`config.mk`:
```
export PLATFORM = sky130hd
export DESIGN_NAME = pmc_power_ctrl
export DESIGN_NICKNAME = d
export VERILOG_FILES = /design/src/pkg/pmc_pkg.sv /design/src/logic/pmc_sync3.sv /design/src/logic/pmc_power_ctrl.sv
export SDC_FILE = /design/constraint.sdc
export NUM_CORES = 1
export LEC_CHECK = 0
export BUFFER_PORTS_ARGS = -buffer_cell sky130_fd_sc_hd__buf_2
export CORE_ASPECT_RATIO = 0.6
export CORE_MARGIN = 2
export CORE_UTILIZATION = 51
export DETAILED_ROUTE_END_ITERATION = 10
export PLACE_DENSITY = 0.74
export SLEW_MARGIN = 20
export SYNTH_ARGS = -nofsm -noshare
export SYNTH_HDL_FRONTEND = slang
export SYNTH_HIERARCHICAL = 1
export SYNTH_SLANG_ARGS = --single-unit
```
`constraint.sdc`:
```
create_clock -name REF_CLK_IN -period 2.86 [get_ports REF_CLK_IN]
set_clock_uncertainty 0.2 [all_clocks]
set_input_delay 0.143 -clock REF_CLK_IN [delete_from_list [all_inputs] [get_ports REF_CLK_IN]]
set_output_delay 0.143 -clock REF_CLK_IN [all_outputs]
set_load 0.02 [all_outputs]
```
`src/pkg/pmc_pkg.sv`:
```
// constants and types for the power mode controller
`default_nettype none

package pmc_pkg;

   // register bus
   localparam int ADDR_W = 5;
   localparam int DATA_W = 16;

   // register numbers
   localparam logic [4:0] REG_BASIC = 5'h00;
   localparam logic [4:0] REG_DIGCTL = 5'h10;
   localparam logic [4:0] REG_AFECTL = 5'h11;
   localparam logic [4:0] REG_EXPCTL = 5'h18;
   localparam logic [4:0] REG_PSTAT = 5'h19;
   localparam logic [4:0] REG_PXCTL = 5'h1a;
   localparam logic [4:0] REG_PHYCTL2 = 5'h1f;

   // field positions
   localparam int BIT_SRESET = 15;
   localparam int BIT_ANEG = 12;
   localparam int BIT_PDOWN = 11;
   localparam int BIT_PLL_AUTO_OFF = 4;
   localparam int BIT_SLOW_OSC = 5;
   localparam int BIT_SLEEP_DIS = 11;
   localparam int BIT_SAVE_EN = 10;
   localparam int BIT_LONG_GAP = 0;
   localparam int BIT_ST_MODE = 0;
   localparam int BIT_ST_LINK = 3;
   localparam int BIT_ST_ENERGY = 4;

   // values after reset
   localparam logic RST_PDOWN = 1'h0;
   localparam logic RST_ANEG = 1'h0;
   localparam logic RST_SAVE_EN = 1'h0;
   localparam logic RST_SLEEP_DIS = 1'h1;
   localparam logic RST_PLL_AUTO_OFF = 1'h0;
   localparam logic RST_SLOW_OSC = 1'h0;
   localparam logic RST_LONG_GAP = 1'h0;

   // timing
   localparam int CLK_KHZ = 40000;
   localparam int PULSE_GAP_MS = 16;
   localparam int LONG_GAP_MS = 64;
   localparam int PULSE_GAP_CYC = PULSE_GAP_MS * CLK_KHZ;
   localparam int LONG_GAP_CYC = LONG_GAP_MS * CLK_KHZ;
   localparam int GAP_W = 24;
   localparam int CORE_RST_NS = 400;
   localparam int CORE_RST_CYC = (CORE_RST_NS * CLK_KHZ + 999999) / 1000000;
   localparam int RST_CNT_W = 5;

   // operating modes
   typedef enum logic [2:0] {
      PMC_NORMAL = 3'h0,
      PMC_SAVE = 3'h1,
      PMC_SLEEP = 3'h2,
      PMC_SLEEP_NOPLL = 3'h3,
      PMC_PWRDN = 3'h4,
      PMC_DEEP = 3'h5,
      PMC_RESET = 3'h6
   } pmc_mode_t;

endpackage

`default_nettype wire

```
`src/logic/pmc_sync3.sv`:
```
// three-stage synchroniser with agreement filter
`default_nettype none

module pmc_sync3 (
   // clock and reset
   input wire logic clk_in,
   input wire logic rst_in,
   // data
   input wire logic d_in,
   output logic q_out
);

   typedef struct packed {
      logic s1;
      logic s2;
      logic s3;
      logic q;
   } pmc_sync_t;

   pmc_sync_t q, d;

   always_comb begin
      d = q;
      d.s1 = d_in;
      d.s2 = q.s1;
      d.s3 = q.s2;
      // only the later two stages decide; first stage may be metastable
      if (q.s2 == q.s3) begin
         d.q = q.s3;
      end
   end

   always_ff @(posedge clk_in) begin
      if (rst_in) begin
         q <= '0;
      end else begin
         q <= d;
      end
   end

   assign q_out = q.q;

endmodule

`default_nettype wire

```
`src/logic/pmc_power_ctrl.sv`:
```
// power mode controller: mode registers, mode selection and block enables
//
// Contract
// - power saving armed by 1Fh bit 10
// - power saving keeps transmitter, energy detect, PLL
// - power saving off after power-up
// - sleep armed when 18h bit 11 is zero
// - 10h bit 4 stops PLL during sleep
// - sleep keeps sending periodic link pulses
// - sleep disabled after power-up
// - basic control bit 11 enters power-down
// - power-down keeps only management interface alive
// - clearing bit 11 leaves power-down
// - 11h bit 5 selects slow oscillator
// - slow oscillator plus power-down is lowest state
// - basic control bit 15 resets, self-clears
// - reset in power-down needs two writes
// - bit 12 enables autonegotiation, qualifies low modes
`default_nettype none

module pmc_power_ctrl #(
   parameter int PULSE_GAP_CYCLES = pmc_pkg::PULSE_GAP_CYC,
   parameter int LONG_GAP_CYCLES = pmc_pkg::LONG_GAP_CYC
) (
   // clock and reset
   input wire logic REF_CLK_IN,
   input wire logic RESET_IN,
   // register port
   input wire logic [4:0] ADDR_IN,
   input wire logic [15:0] WR_DATA_IN,
   input wire logic WR_STB_IN,
   input wire logic RD_STB_IN,
   output logic [15:0] RD_DATA_OUT,
   // line and strap inputs, asynchronous
   input wire logic LINK_UP_IN,
   input wire logic ENERGY_IN,
   input wire logic ANEG_STRAP_IN,
   // block controls
   output logic RX_BLOCKS_EN_OUT,
   output logic TX_EN_OUT,
   output logic ENERGY_DET_EN_OUT,
   output logic PLL_EN_OUT,
   output logic SLOW_OSC_SEL_OUT,
   output logic CORE_RESET_OUT,
   output logic LINK_PULSE_OUT,
   output logic [2:0] MODE_OUT
);

   typedef struct packed {
      pmc_pkg::pmc_mode_t mode;
      logic [pmc_pkg::RST_CNT_W-1:0] rst_cnt;
      logic [pmc_pkg::GAP_W-1:0] gap_cnt;
      logic sreset;
      logic aneg;
      logic pdown;
      logic pll_auto_off;
      logic slow_osc;
      logic sleep_dis;
      logic save_en;
      logic long_gap;
      logic rx_en;
      logic tx_en;
      logic ed_en;
      logic pll_en;
      logic slow_sel;
      logic core_rst;
      logic pulse;
      logic [15:0] rd_data;
   } pmc_state_t;

   localparam logic [pmc_pkg::GAP_W-1:0] GAP_SHORT = pmc_pkg::GAP_W'(PULSE_GAP_CYCLES - 1);
   localparam logic [pmc_pkg::GAP_W-1:0] GAP_LONG = pmc_pkg::GAP_W'(LONG_GAP_CYCLES - 1);
   localparam logic [pmc_pkg::RST_CNT_W-1:0] RST_LAST = pmc_pkg::RST_CNT_W'(pmc_pkg::CORE_RST_CYC - 1);

   // block enable codes, ordered {rx blocks, transmitter, energy detect, pll}
   localparam logic [3:0] EN_ALL = 4'hf;
   localparam logic [3:0] EN_KEEP_PLL = 4'h7;
   localparam logic [3:0] EN_NO_PLL = 4'h6;
   localparam logic [3:0] EN_NONE = 4'h0;

   // everything to its default, core held in reset; strap caught at release
   function automatic pmc_state_t reset_state();
      pmc_state_t s;
      s = '0;
      s.mode = pmc_pkg::PMC_RESET;
      s.sreset = 1'h1;
      s.aneg = pmc_pkg::RST_ANEG;
      s.pdown = pmc_pkg::RST_PDOWN;
      s.pll_auto_off = pmc_pkg::RST_PLL_AUTO_OFF;
      s.slow_osc = pmc_pkg::RST_SLOW_OSC;
      s.sleep_dis = pmc_pkg::RST_SLEEP_DIS;
      s.save_en = pmc_pkg::RST_SAVE_EN;
      s.long_gap = pmc_pkg::RST_LONG_GAP;
      s.core_rst = 1'h1;
      return s;
   endfunction

   // mode wanted by the current settings and line state
   function automatic pmc_pkg::pmc_mode_t pick_mode(input pmc_state_t s, input logic link,
                                                    input logic energy);
      logic idle_line;
      idle_line = s.aneg && !link && !energy;
      // power-down is tested first so it outranks the line-driven modes
      if (s.pdown && s.slow_osc) begin
         pick_mode = pmc_pkg::PMC_DEEP;
      end else if (s.pdown) begin
         pick_mode = pmc_pkg::PMC_PWRDN;
      end else if (idle_line && !s.sleep_dis) begin
         if (s.pll_auto_off) begin
            pick_mode = pmc_pkg::PMC_SLEEP_NOPLL;
         end else begin
            pick_mode = pmc_pkg::PMC_SLEEP;
         end
      end else if (idle_line && s.save_en) begin
         pick_mode = pmc_pkg::PMC_SAVE;
      end else begin
         pick_mode = pmc_pkg::PMC_NORMAL;
      end
   endfunction

   // block enables per mode: {rx blocks, transmitter, energy detect, pll}
   function automatic logic [3:0] blocks_for(input pmc_pkg::pmc_mode_t m);
      case (m)
         pmc_pkg::PMC_NORMAL: begin
            blocks_for = EN_ALL;
         end
         pmc_pkg::PMC_SAVE: begin
            blocks_for = EN_KEEP_PLL;
         end
         pmc_pkg::PMC_SLEEP: begin
            blocks_for = EN_KEEP_PLL;
         end
         pmc_pkg::PMC_SLEEP_NOPLL: begin
            blocks_for = EN_NO_PLL;
         end
         pmc_pkg::PMC_PWRDN: begin
            blocks_for = EN_NONE;
         end
         pmc_pkg::PMC_DEEP: begin
            blocks_for = EN_NONE;
         end
         pmc_pkg::PMC_RESET: begin
            // core reset holds every block off
            blocks_for = EN_NONE;
         end
         default: begin
            blocks_for = EN_NONE;
         end
      endcase
   endfunction

   function automatic logic is_sleep(input pmc_pkg::pmc_mode_t m);
      is_sleep = (m == pmc_pkg::PMC_SLEEP) || (m == pmc_pkg::PMC_SLEEP_NOPLL);
   endfunction

   pmc_state_t q, d;
   logic [2:0] pin_raw;
   logic [2:0] pin_sync;
   logic link_s;
   logic energy_s;
   logic strap_s;
   logic [3:0] blocks;
   logic [15:0] rd_word;
   logic [pmc_pkg::GAP_W-1:0] gap_last;

   assign pin_raw = {ANEG_STRAP_IN, ENERGY_IN, LINK_UP_IN};

   // link, energy and strap come from pins, not from this clock
   genvar gi;
   generate
      for (gi = 0; gi < 3; gi++) begin : g_sync
         pmc_sync3 u_sync (
            .clk_in(REF_CLK_IN),
            .rst_in(RESET_IN),
            .d_in(pin_raw[gi]),
            .q_out(pin_sync[gi])
         );
      end
   endgenerate

   assign link_s = pin_sync[0];
   assign energy_s = pin_sync[1];
   assign strap_s = pin_sync[2];

   // read view of the registers; unmapped numbers read zero
   // served during core reset too, so software can poll the reset bit
   always_comb begin
      rd_word = 16'h0000;
      case (ADDR_IN)
         pmc_pkg::REG_BASIC: begin
            rd_word[pmc_pkg::BIT_SRESET] = q.sreset;
            rd_word[pmc_pkg::BIT_ANEG] = q.aneg;
            rd_word[pmc_pkg::BIT_PDOWN] = q.pdown;
         end
         pmc_pkg::REG_DIGCTL: begin
            rd_word[pmc_pkg::BIT_PLL_AUTO_OFF] = q.pll_auto_off;
         end
         pmc_pkg::REG_AFECTL: begin
            rd_word[pmc_pkg::BIT_SLOW_OSC] = q.slow_osc;
         end
         pmc_pkg::REG_EXPCTL: begin
            rd_word[pmc_pkg::BIT_SLEEP_DIS] = q.sleep_dis;
         end
         pmc_pkg::REG_PSTAT: begin
            rd_word[pmc_pkg::BIT_ST_MODE +: 3] = q.mode;
            rd_word[pmc_pkg::BIT_ST_LINK] = link_s;
            rd_word[pmc_pkg::BIT_ST_ENERGY] = energy_s;
         end
         pmc_pkg::REG_PXCTL: begin
            rd_word[pmc_pkg::BIT_LONG_GAP] = q.long_gap;
         end
         pmc_pkg::REG_PHYCTL2: begin
            rd_word[pmc_pkg::BIT_SAVE_EN] = q.save_en;
         end
         default: begin
            rd_word = 16'h0000;
         end
      endcase
   end

   assign gap_last = q.long_gap ? GAP_LONG : GAP_SHORT;

   always_comb begin
      d = q;
      d.pulse = 1'h0;
      d.rd_data = 16'h0000;

      // read data stand for exactly one cycle
      if (RD_STB_IN) begin
         d.rd_data = rd_word;
      end

      // writes are ignored while the core is held in reset
      if (WR_STB_IN && q.mode != pmc_pkg::PMC_RESET) begin
         case (ADDR_IN)
            pmc_pkg::REG_BASIC: begin
               if (WR_DATA_IN[pmc_pkg::BIT_SRESET] && q.pdown) begin
                  // first reset write only leaves power-down
                  d.pdown = 1'h0;
               end else if (WR_DATA_IN[pmc_pkg::BIT_SRESET]) begin
                  d = reset_state();
               end else begin
                  d.aneg = WR_DATA_IN[pmc_pkg::BIT_ANEG];
                  d.pdown = WR_DATA_IN[pmc_pkg::BIT_PDOWN];
               end
            end
            pmc_pkg::REG_DIGCTL: begin
               d.pll_auto_off = WR_DATA_IN[pmc_pkg::BIT_PLL_AUTO_OFF];
            end
            pmc_pkg::REG_AFECTL: begin
               d.slow_osc = WR_DATA_IN[pmc_pkg::BIT_SLOW_OSC];
            end
            pmc_pkg::REG_EXPCTL: begin
               d.sleep_dis = WR_DATA_IN[pmc_pkg::BIT_SLEEP_DIS];
            end
            pmc_pkg::REG_PSTAT: begin
               // status is read only; writes fall away
               d.rd_data = d.rd_data;
            end
            pmc_pkg::REG_PXCTL: begin
               d.long_gap = WR_DATA_IN[pmc_pkg::BIT_LONG_GAP];
            end
            pmc_pkg::REG_PHYCTL2: begin
               d.save_en = WR_DATA_IN[pmc_pkg::BIT_SAVE_EN];
            end
            default: begin
               d.rd_data = d.rd_data;
            end
         endcase
      end

      // mode sequencing
      case (q.mode)
         pmc_pkg::PMC_RESET: begin
            if (q.rst_cnt == RST_LAST) begin
               // strap level re-caught at the end of every core reset
               // the strap pin must settle four cycles before this edge
               d.aneg = strap_s;
               d.sreset = 1'h0;
               d.rst_cnt = '0;
               d.mode = pmc_pkg::PMC_NORMAL;
            end else begin
               d.rst_cnt = q.rst_cnt + 1'h1;
            end
         end
         default: begin
            if (d.mode != pmc_pkg::PMC_RESET) begin
               d.mode = pick_mode(d, link_s, energy_s);
            end
         end
      endcase

      // periodic link pulses while asleep, so two sleeping ends can wake
      // any exit clears the count, so the next sleep waits a full gap
      if (is_sleep(q.mode) && is_sleep(d.mode)) begin
         if (q.gap_cnt >= gap_last) begin
            d.gap_cnt = '0;
            d.pulse = 1'h1;
         end else begin
            d.gap_cnt = q.gap_cnt + 1'h1;
         end
      end else begin
         d.gap_cnt = '0;
      end

      // outputs follow the next mode so they change with it
      blocks = blocks_for(d.mode);
      d.rx_en = blocks[3];
      d.tx_en = blocks[2];
      d.ed_en = blocks[1];
      d.pll_en = blocks[0];
      // oscillator choice follows 11h bit 5 in every mode, power-down included, so the order of exit writes matters
      // the select only asks for the switch; this logic assumes its clock keeps running
      d.slow_sel = d.slow_osc;
      d.core_rst = (d.mode == pmc_pkg::PMC_RESET);
   end

   always_ff @(posedge REF_CLK_IN) begin
      if (RESET_IN) begin
         q <= reset_state();
      end else begin
         q <= d;
      end
   end

   // outputs straight from the state register
   assign RD_DATA_OUT = q.rd_data;
   assign RX_BLOCKS_EN_OUT = q.rx_en;
   assign TX_EN_OUT = q.tx_en;
   assign ENERGY_DET_EN_OUT = q.ed_en;
   assign PLL_EN_OUT = q.pll_en;
   assign SLOW_OSC_SEL_OUT = q.slow_sel;
   assign CORE_RESET_OUT = q.core_rst;
   assign LINK_PULSE_OUT = q.pulse;
   assign MODE_OUT = q.mode;

endmodule

`default_nettype wire

```
After elaboration in Yosys (flattened, before gate mapping)
Cells that the tools add are included.
{"block": "totals", "regBits": 74, "input_bits": 28}
{"block": "classes", "n_addsub": 2, "magnitude_cmp": 1, "n_eq_ne": 22, "n_mux": 40, "n_bitwise": 1, "reduce_logical": 23}
{"op": "$mux 63", "n": 1}
{"op": "$mux 28", "n": 2}
{"op": "$mux 35", "n": 1}
{"op": "$mux 34", "n": 1}
{"op": "$mux 33", "n": 1}
{"op": "$mux 16", "n": 2}
{"op": "$eq 5x5->1 const B", "n": 6}
{"op": "$add 24x1->24 const B", "n": 1}
{"op": "$ge 24x22->1", "n": 1}
{"op": "$mux 22", "n": 1}
{"op": "$mux 3", "n": 7}
{"op": "$pmux 1 s2", "n": 8}
{"op": "$eq 3x2->1 const B", "n": 4}
{"op": "$pmux 4 s3", "n": 1}
{"op": "$mux 5", "n": 2}
{"op": "$mux 1", "n": 9}
{"op": "$logic_and 1x1->1", "n": 8}
{"op": "$reduce_and 4->1", "n": 2}
{"op": "$reduce_bool 2->1", "n": 4}
{"op": "$mux 7", "n": 1}
{"op": "$eq 3x3->1 const B", "n": 2}
{"op": "$mux 2", "n": 3}
{"op": "$ne 3x3->1 const B", "n": 2}
{"op": "$add 5x1->5 const B", "n": 1}
{"op": "other kinds (12)", "n": 18}

Logic depth before layout (Yosys ltp)
{"block": "logic_depth", "word_depth": 21, "depth_mapped": 9}

Modules after synthesis
Netlist, hierarchy kept.
{"module": "pmc_power_ctrl", "instances": 1, "cells_per_inst": 313, "area_each_um2": 2922.8, "seq_area_each_um2": 1101.1}
{"module": "pmc_sync3", "instances": 3, "cells_per_inst": 10, "area_each_um2": 112.6, "seq_area_each_um2": 80.1}

Least setup slack after synthesis
Ideal clock, no wire load.
{"block": "synth_timing", "kind": "in2reg", "startpoint": "in ADDR_IN[1]", "endpoint": "reg q[44] (netlist bit)", "setup_time_ps": 89, "t_arrival_ps": 2523, "path_slack_ps": 48, "cell_stages": 9, "cell_sequence": "buf_4 or4_4 o41ai_2 a21oi_1 or4_4 or3_1 buf_6 buf_6 nor4_2"}
{"block": "synth_via", "elab_chain_cells": 17}
{"item": "start, declared", "line": "pmc_power_ctrl.sv:29", "source": "input wire logic [4:0] ADDR_IN,"}
{"item": "parallel branches: the longest is 2 deep, another holds $eq 5x5->1"}
{"item": "$mux 63 *", "line": "pmc_power_ctrl.sv:234", "source": "if (WR_STB_IN && q.mode != pmc_pkg::PMC_RESET) begin"}
{"item": "$logic_and 1x1->1 (2 in series)", "line": "pmc_power_ctrl.sv:102", "source": "idle_line = s.aneg && !link && !energy;"}
{"item": "$logic_and 1x1->1", "line": "pmc_power_ctrl.sv:114", "source": "end else if (idle_line && s.save_en) begin"}
{"item": "$mux 1", "line": "pmc_power_ctrl.sv:114"}
{"item": "$mux 3", "line": "pmc_power_ctrl.sv:108", "source": "end else if (idle_line && !s.sleep_dis) begin"}
{"item": "$mux 3", "line": "pmc_power_ctrl.sv:106", "source": "end else if (s.pdown) begin"}
{"item": "$mux 3", "line": "pmc_power_ctrl.sv:104", "source": "if (s.pdown && s.slow_osc) begin"}
{"item": "$mux 3", "line": "pmc_power_ctrl.sv:287", "source": "if (d.mode != pmc_pkg::PMC_RESET) begin"}
{"item": "$mux 3 *", "line": "pmc_power_ctrl.sv:273", "source": "case (q.mode)"}
{"item": "$eq 3x2->1", "line": "pmc_power_ctrl.sv:153", "source": "is_sleep = (m == pmc_pkg::PMC_SLEEP) || (m == pmc_pkg::PMC_SLEEP_NOPLL);"}
{"item": "$logic_or 1x1->1 *", "line": "pmc_power_ctrl.sv:153"}
{"item": "$logic_and 1x1->1 *", "line": "pmc_power_ctrl.sv:295", "source": "if (is_sleep(q.mode) && is_sleep(d.mode)) begin"}
{"item": "$not 1->1 (no line) *"}
{"item": "$reduce_or 3->1 (no line) *"}
{"item": "end signal, assigned", "line": "pmc_power_ctrl.sv:320", "source": "q <= reset_state();"}
{"item": "end, declared", "line": "pmc_power_ctrl.sv:156", "source": "pmc_state_t q, d;"}
Mark *: on every way between the ends. The select of a mux whose other input is x is not followed.
A chain may end at the register's enable or synchronous reset.

Worst setup path in the final report
{"block": "layout_timing", "startpoint": "in ADDR_IN[4]", "endpoint": "reg q[44] (netlist bit)"}
The elaborated chain is that of the path after synthesis.

==> impl_metrics.toml <==
[route]
drt_first_pass_iters = 5
wire_per_inst_um = 15.21
wl_met1_um = 3731
routed-wl-met3_um = 603
highest_layer = "met4"
drt_iter0_drc = 175
ant_nets = 0
wl_um = 7314
routed-wl-met2_um = 2888
drc = 0
vias = 2698
vias_per_cell = 5.609

[timing]
tightest_slew_ps = 530.2
slew_viol_final = 0
grt_setup_unrepaired = "false"
setup_violations = 0
hold_viol = 0
fmax_mhz = 361.5
slew_headroom_pct = 64.33
final.min_clock_period_ps = 2766
fin_crit_sh_pct = 96.72

[global_routing]
grt_pass1_vias = 2354
grt_util_all_layers_pct = 21.64
grt_pass1_wl_um = 11750
antenna_found_initial = 0
overflow = 0
grt_max_degree = 29

[worst_setup_path]
worstRegToRegCells = 8
path_max_fanout = 24
r2r_end = "q[44]"
crit_start = "ADDR_IN[4]"
startpoint_type = "input port"
crit_required_ps = 2910
ff2ff_setup_slack_ps = 120
cp.arrival_ps = 2810
crit_path_end_kind = "flip-flop"
cp-endpoint = "q[44]"
rr_startpoint = "MODE_OUT[2]"
crit_type = "input port to flip-flop"

[finish]
diodes = 0
final_common_cell = "dfxtp_1"
stdcell_area_um2 = 3815
regArea_um2 = 1343
drive_gt1_share_pct = 26.20
fin_util_pct = 62.15
mostFrequentLayoutCells = "dfxtp_1 (66), buf_2 (38), nand2_1 (24)"
n_fill_cell = 523
multi_input_area_um2 = 1685
area_delta_synth_final_pct = 17.00
nets = 430

[logic_synthesis]
ys_types = 52
yosys_register_bits = 67
yosys_most_used_dff = "dfxtp_1"
synth_warnings = 6
syn_avg_cell_area_um2 = 9.506
synth-edff-count = 0
netlist_instances = 343
ys_seq_area_share_pct = 41.14
syn_area_um2 = 3261
postSynth.asyncResetShare_pct = 0

[clock_tree]
numCtsBuffers = 9
postCtsSetupBuffers = 0
clk_path_buf_depth = 2
clock-root-buffer = "clkbuf_8"
cts_tree = "yes"
cts.sinks = 67
htreeDepth = 3
path_clk_slew_ps = 70
worstSkewPairLatency_ps = 350

[power_and_ir_drop]
p_leak_nw = 1.443
p_per_area_nw_per_um2 = 514.1
vdd_drop_max_v = 0.0002424

[floorplan]
core_area_um2 = 6138
initial_core_util_pct = 53.12
num_rows = 22
chipWidth_um = 107.2
chipHeight_um = 65.94
io_pins = 54
dieArea_um2 = 7070

[place]
gp_congestion = 0.8911
hpwlAfterDp_um = 5081
port_buffers = 38
placed_cell_area_um2 = 3532

[job]
maxCapViolCount = 0

[min_path]
hp-class = "input port to flip-flop"

[outcome]
status = "complete, no violations"
[metrics by stage]
stage	hold WS (ps)	std cells	setup WS [ps]	total power [mW]	setup TNS [ps]
after floorplan	12.07	349	48.14	1.114	0
after global placement	151.0	457	10.59	1.173	0
after detailed placement	161.2	457	-44.04	1.178	-325.7
after CTS	25.61	481	110.6	1.977	0
after global routing	51.71	481	5.432	2.043	0
final	38.19	481	93.67	1.961	0
[power breakdown]
group / switching [mW] / internal, mW / total, mW / leakage, nW
Clock: 0.366 / 0.426 / 0.792 / 0.0987
Combinational: 0.119 / 0.0800 / 0.199 / 0.801
Sequential: 0.0148 / 0.956 / 0.970 / 0.544
Total: 0.500 / 1.46 / 1.96 / 1.44
[worst min path at each step]
stage,startpoint,to,slack (ps),cells after the start
CTS,ADDR_IN[3],RD_DATA_OUT[5],30,5
finish,ADDR_IN[3],RD_DATA_OUT[5],40,5
detailed placement,ANEG_STRAP_IN,g_sync[2].u_sync/d[2],160,2
floorplan,RESET_IN,g_sync[0].u_sync/q_out,10,1
global route,ADDR_IN[3],RD_DATA_OUT[5],50,5
global placement,ANEG_STRAP_IN,g_sync[2].u_sync/d[2],150,2
[final cells by class]
type	instances	share of cell area, %
Clock buffer	10	3.608
Sequential cell	67	35.19
Clock inverter	6	1.673
Multi-Input combinational cell	242	44.18
Timing Repair Buffer	66	12.00
Tap cell	84	2.755
Inverter	6	0.5904
[cell usage after synthesis, drive strengths merged (2+ instances only)]
cell	instances	share of area [%]
and3b	2	0.54
a32oi	2	0.54
and2	4	0.77
nor3b	4	0.92
clkbuf	8	0.92
or2	3	0.58
a211oi	3	0.69
dfxtp	67	41
a21oi	15	2.3
and4	2	0.54
and4b	2	0.61
or4	3	0.92
nor2b	14	2.7
and3	7	1.3
nor4b	2	0.54
nand2	24	2.8
nor4	27	9.5
ha	10	3.8
nor3	9	1.4
inv	6	0.69
xor2	11	3.0
nand3	17	2.6
nor2	19	2.2
o21ai	11	1.7
nand2b	2	0.38
nand4	7	1.3
a21o	3	0.69
xnor2	11	3.0
nand3b	6	1.4
buf	26	6.3
[critical path, stage by stage]
cell	delay (ps)
dlygate4sd3_1	530
buf_2	200
inv_1	90
nand4_1	240
a21o_1	280
or4_4	420
or3_1	430
buf_12	190
nor4_2	270
[flip-flops by register name, summed over array words and instances, names as in the netlist]
name,cells
PLL_EN_OUT,1
g_sync.u_sync/d,6
g_sync.u_sync/q_out,3
q,36
SLOW_OSC_SEL_OUT,1
LINK_PULSE_OUT,1
CORE_RESET_OUT,1
MODE_OUT,3
g_sync.u_sync/q,3
RD_DATA_OUT,10
RX_BLOCKS_EN_OUT,1
TX_EN_OUT,1
[cells by family after synthesis]
logic type / Yosys count / synth area share, %
XOR/XNOR: 22 / 5.909
flip-flops: 67 / 41.14
AND/OR/NAND/NOR: 156 / 31.43
AO/OA/AOI/OAI: 47 / 9.632
other: 1 / 0.1150
buffers and inverters: 40 / 7.943
adder cells (fa/ha/maj): 10 / 3.837
[what timing repair did]
action | CTS | global route
hold buffers | 8 | 0
resized for setup | 0 | 2
setup endpoints to repair | 0 | 1
hold endpoints to repair | 9 | 0
[routing by layer]
layer / vias to the layer above / global-route usage (%)
li1: 1318 / -
met1: 1255 / 32.77
met2: 111 / 28.24
met3: 14 / 7.291
met4: 0 / 6.331
met5: - / 0
No activity file was read; power rests on OpenSTA's default activity.
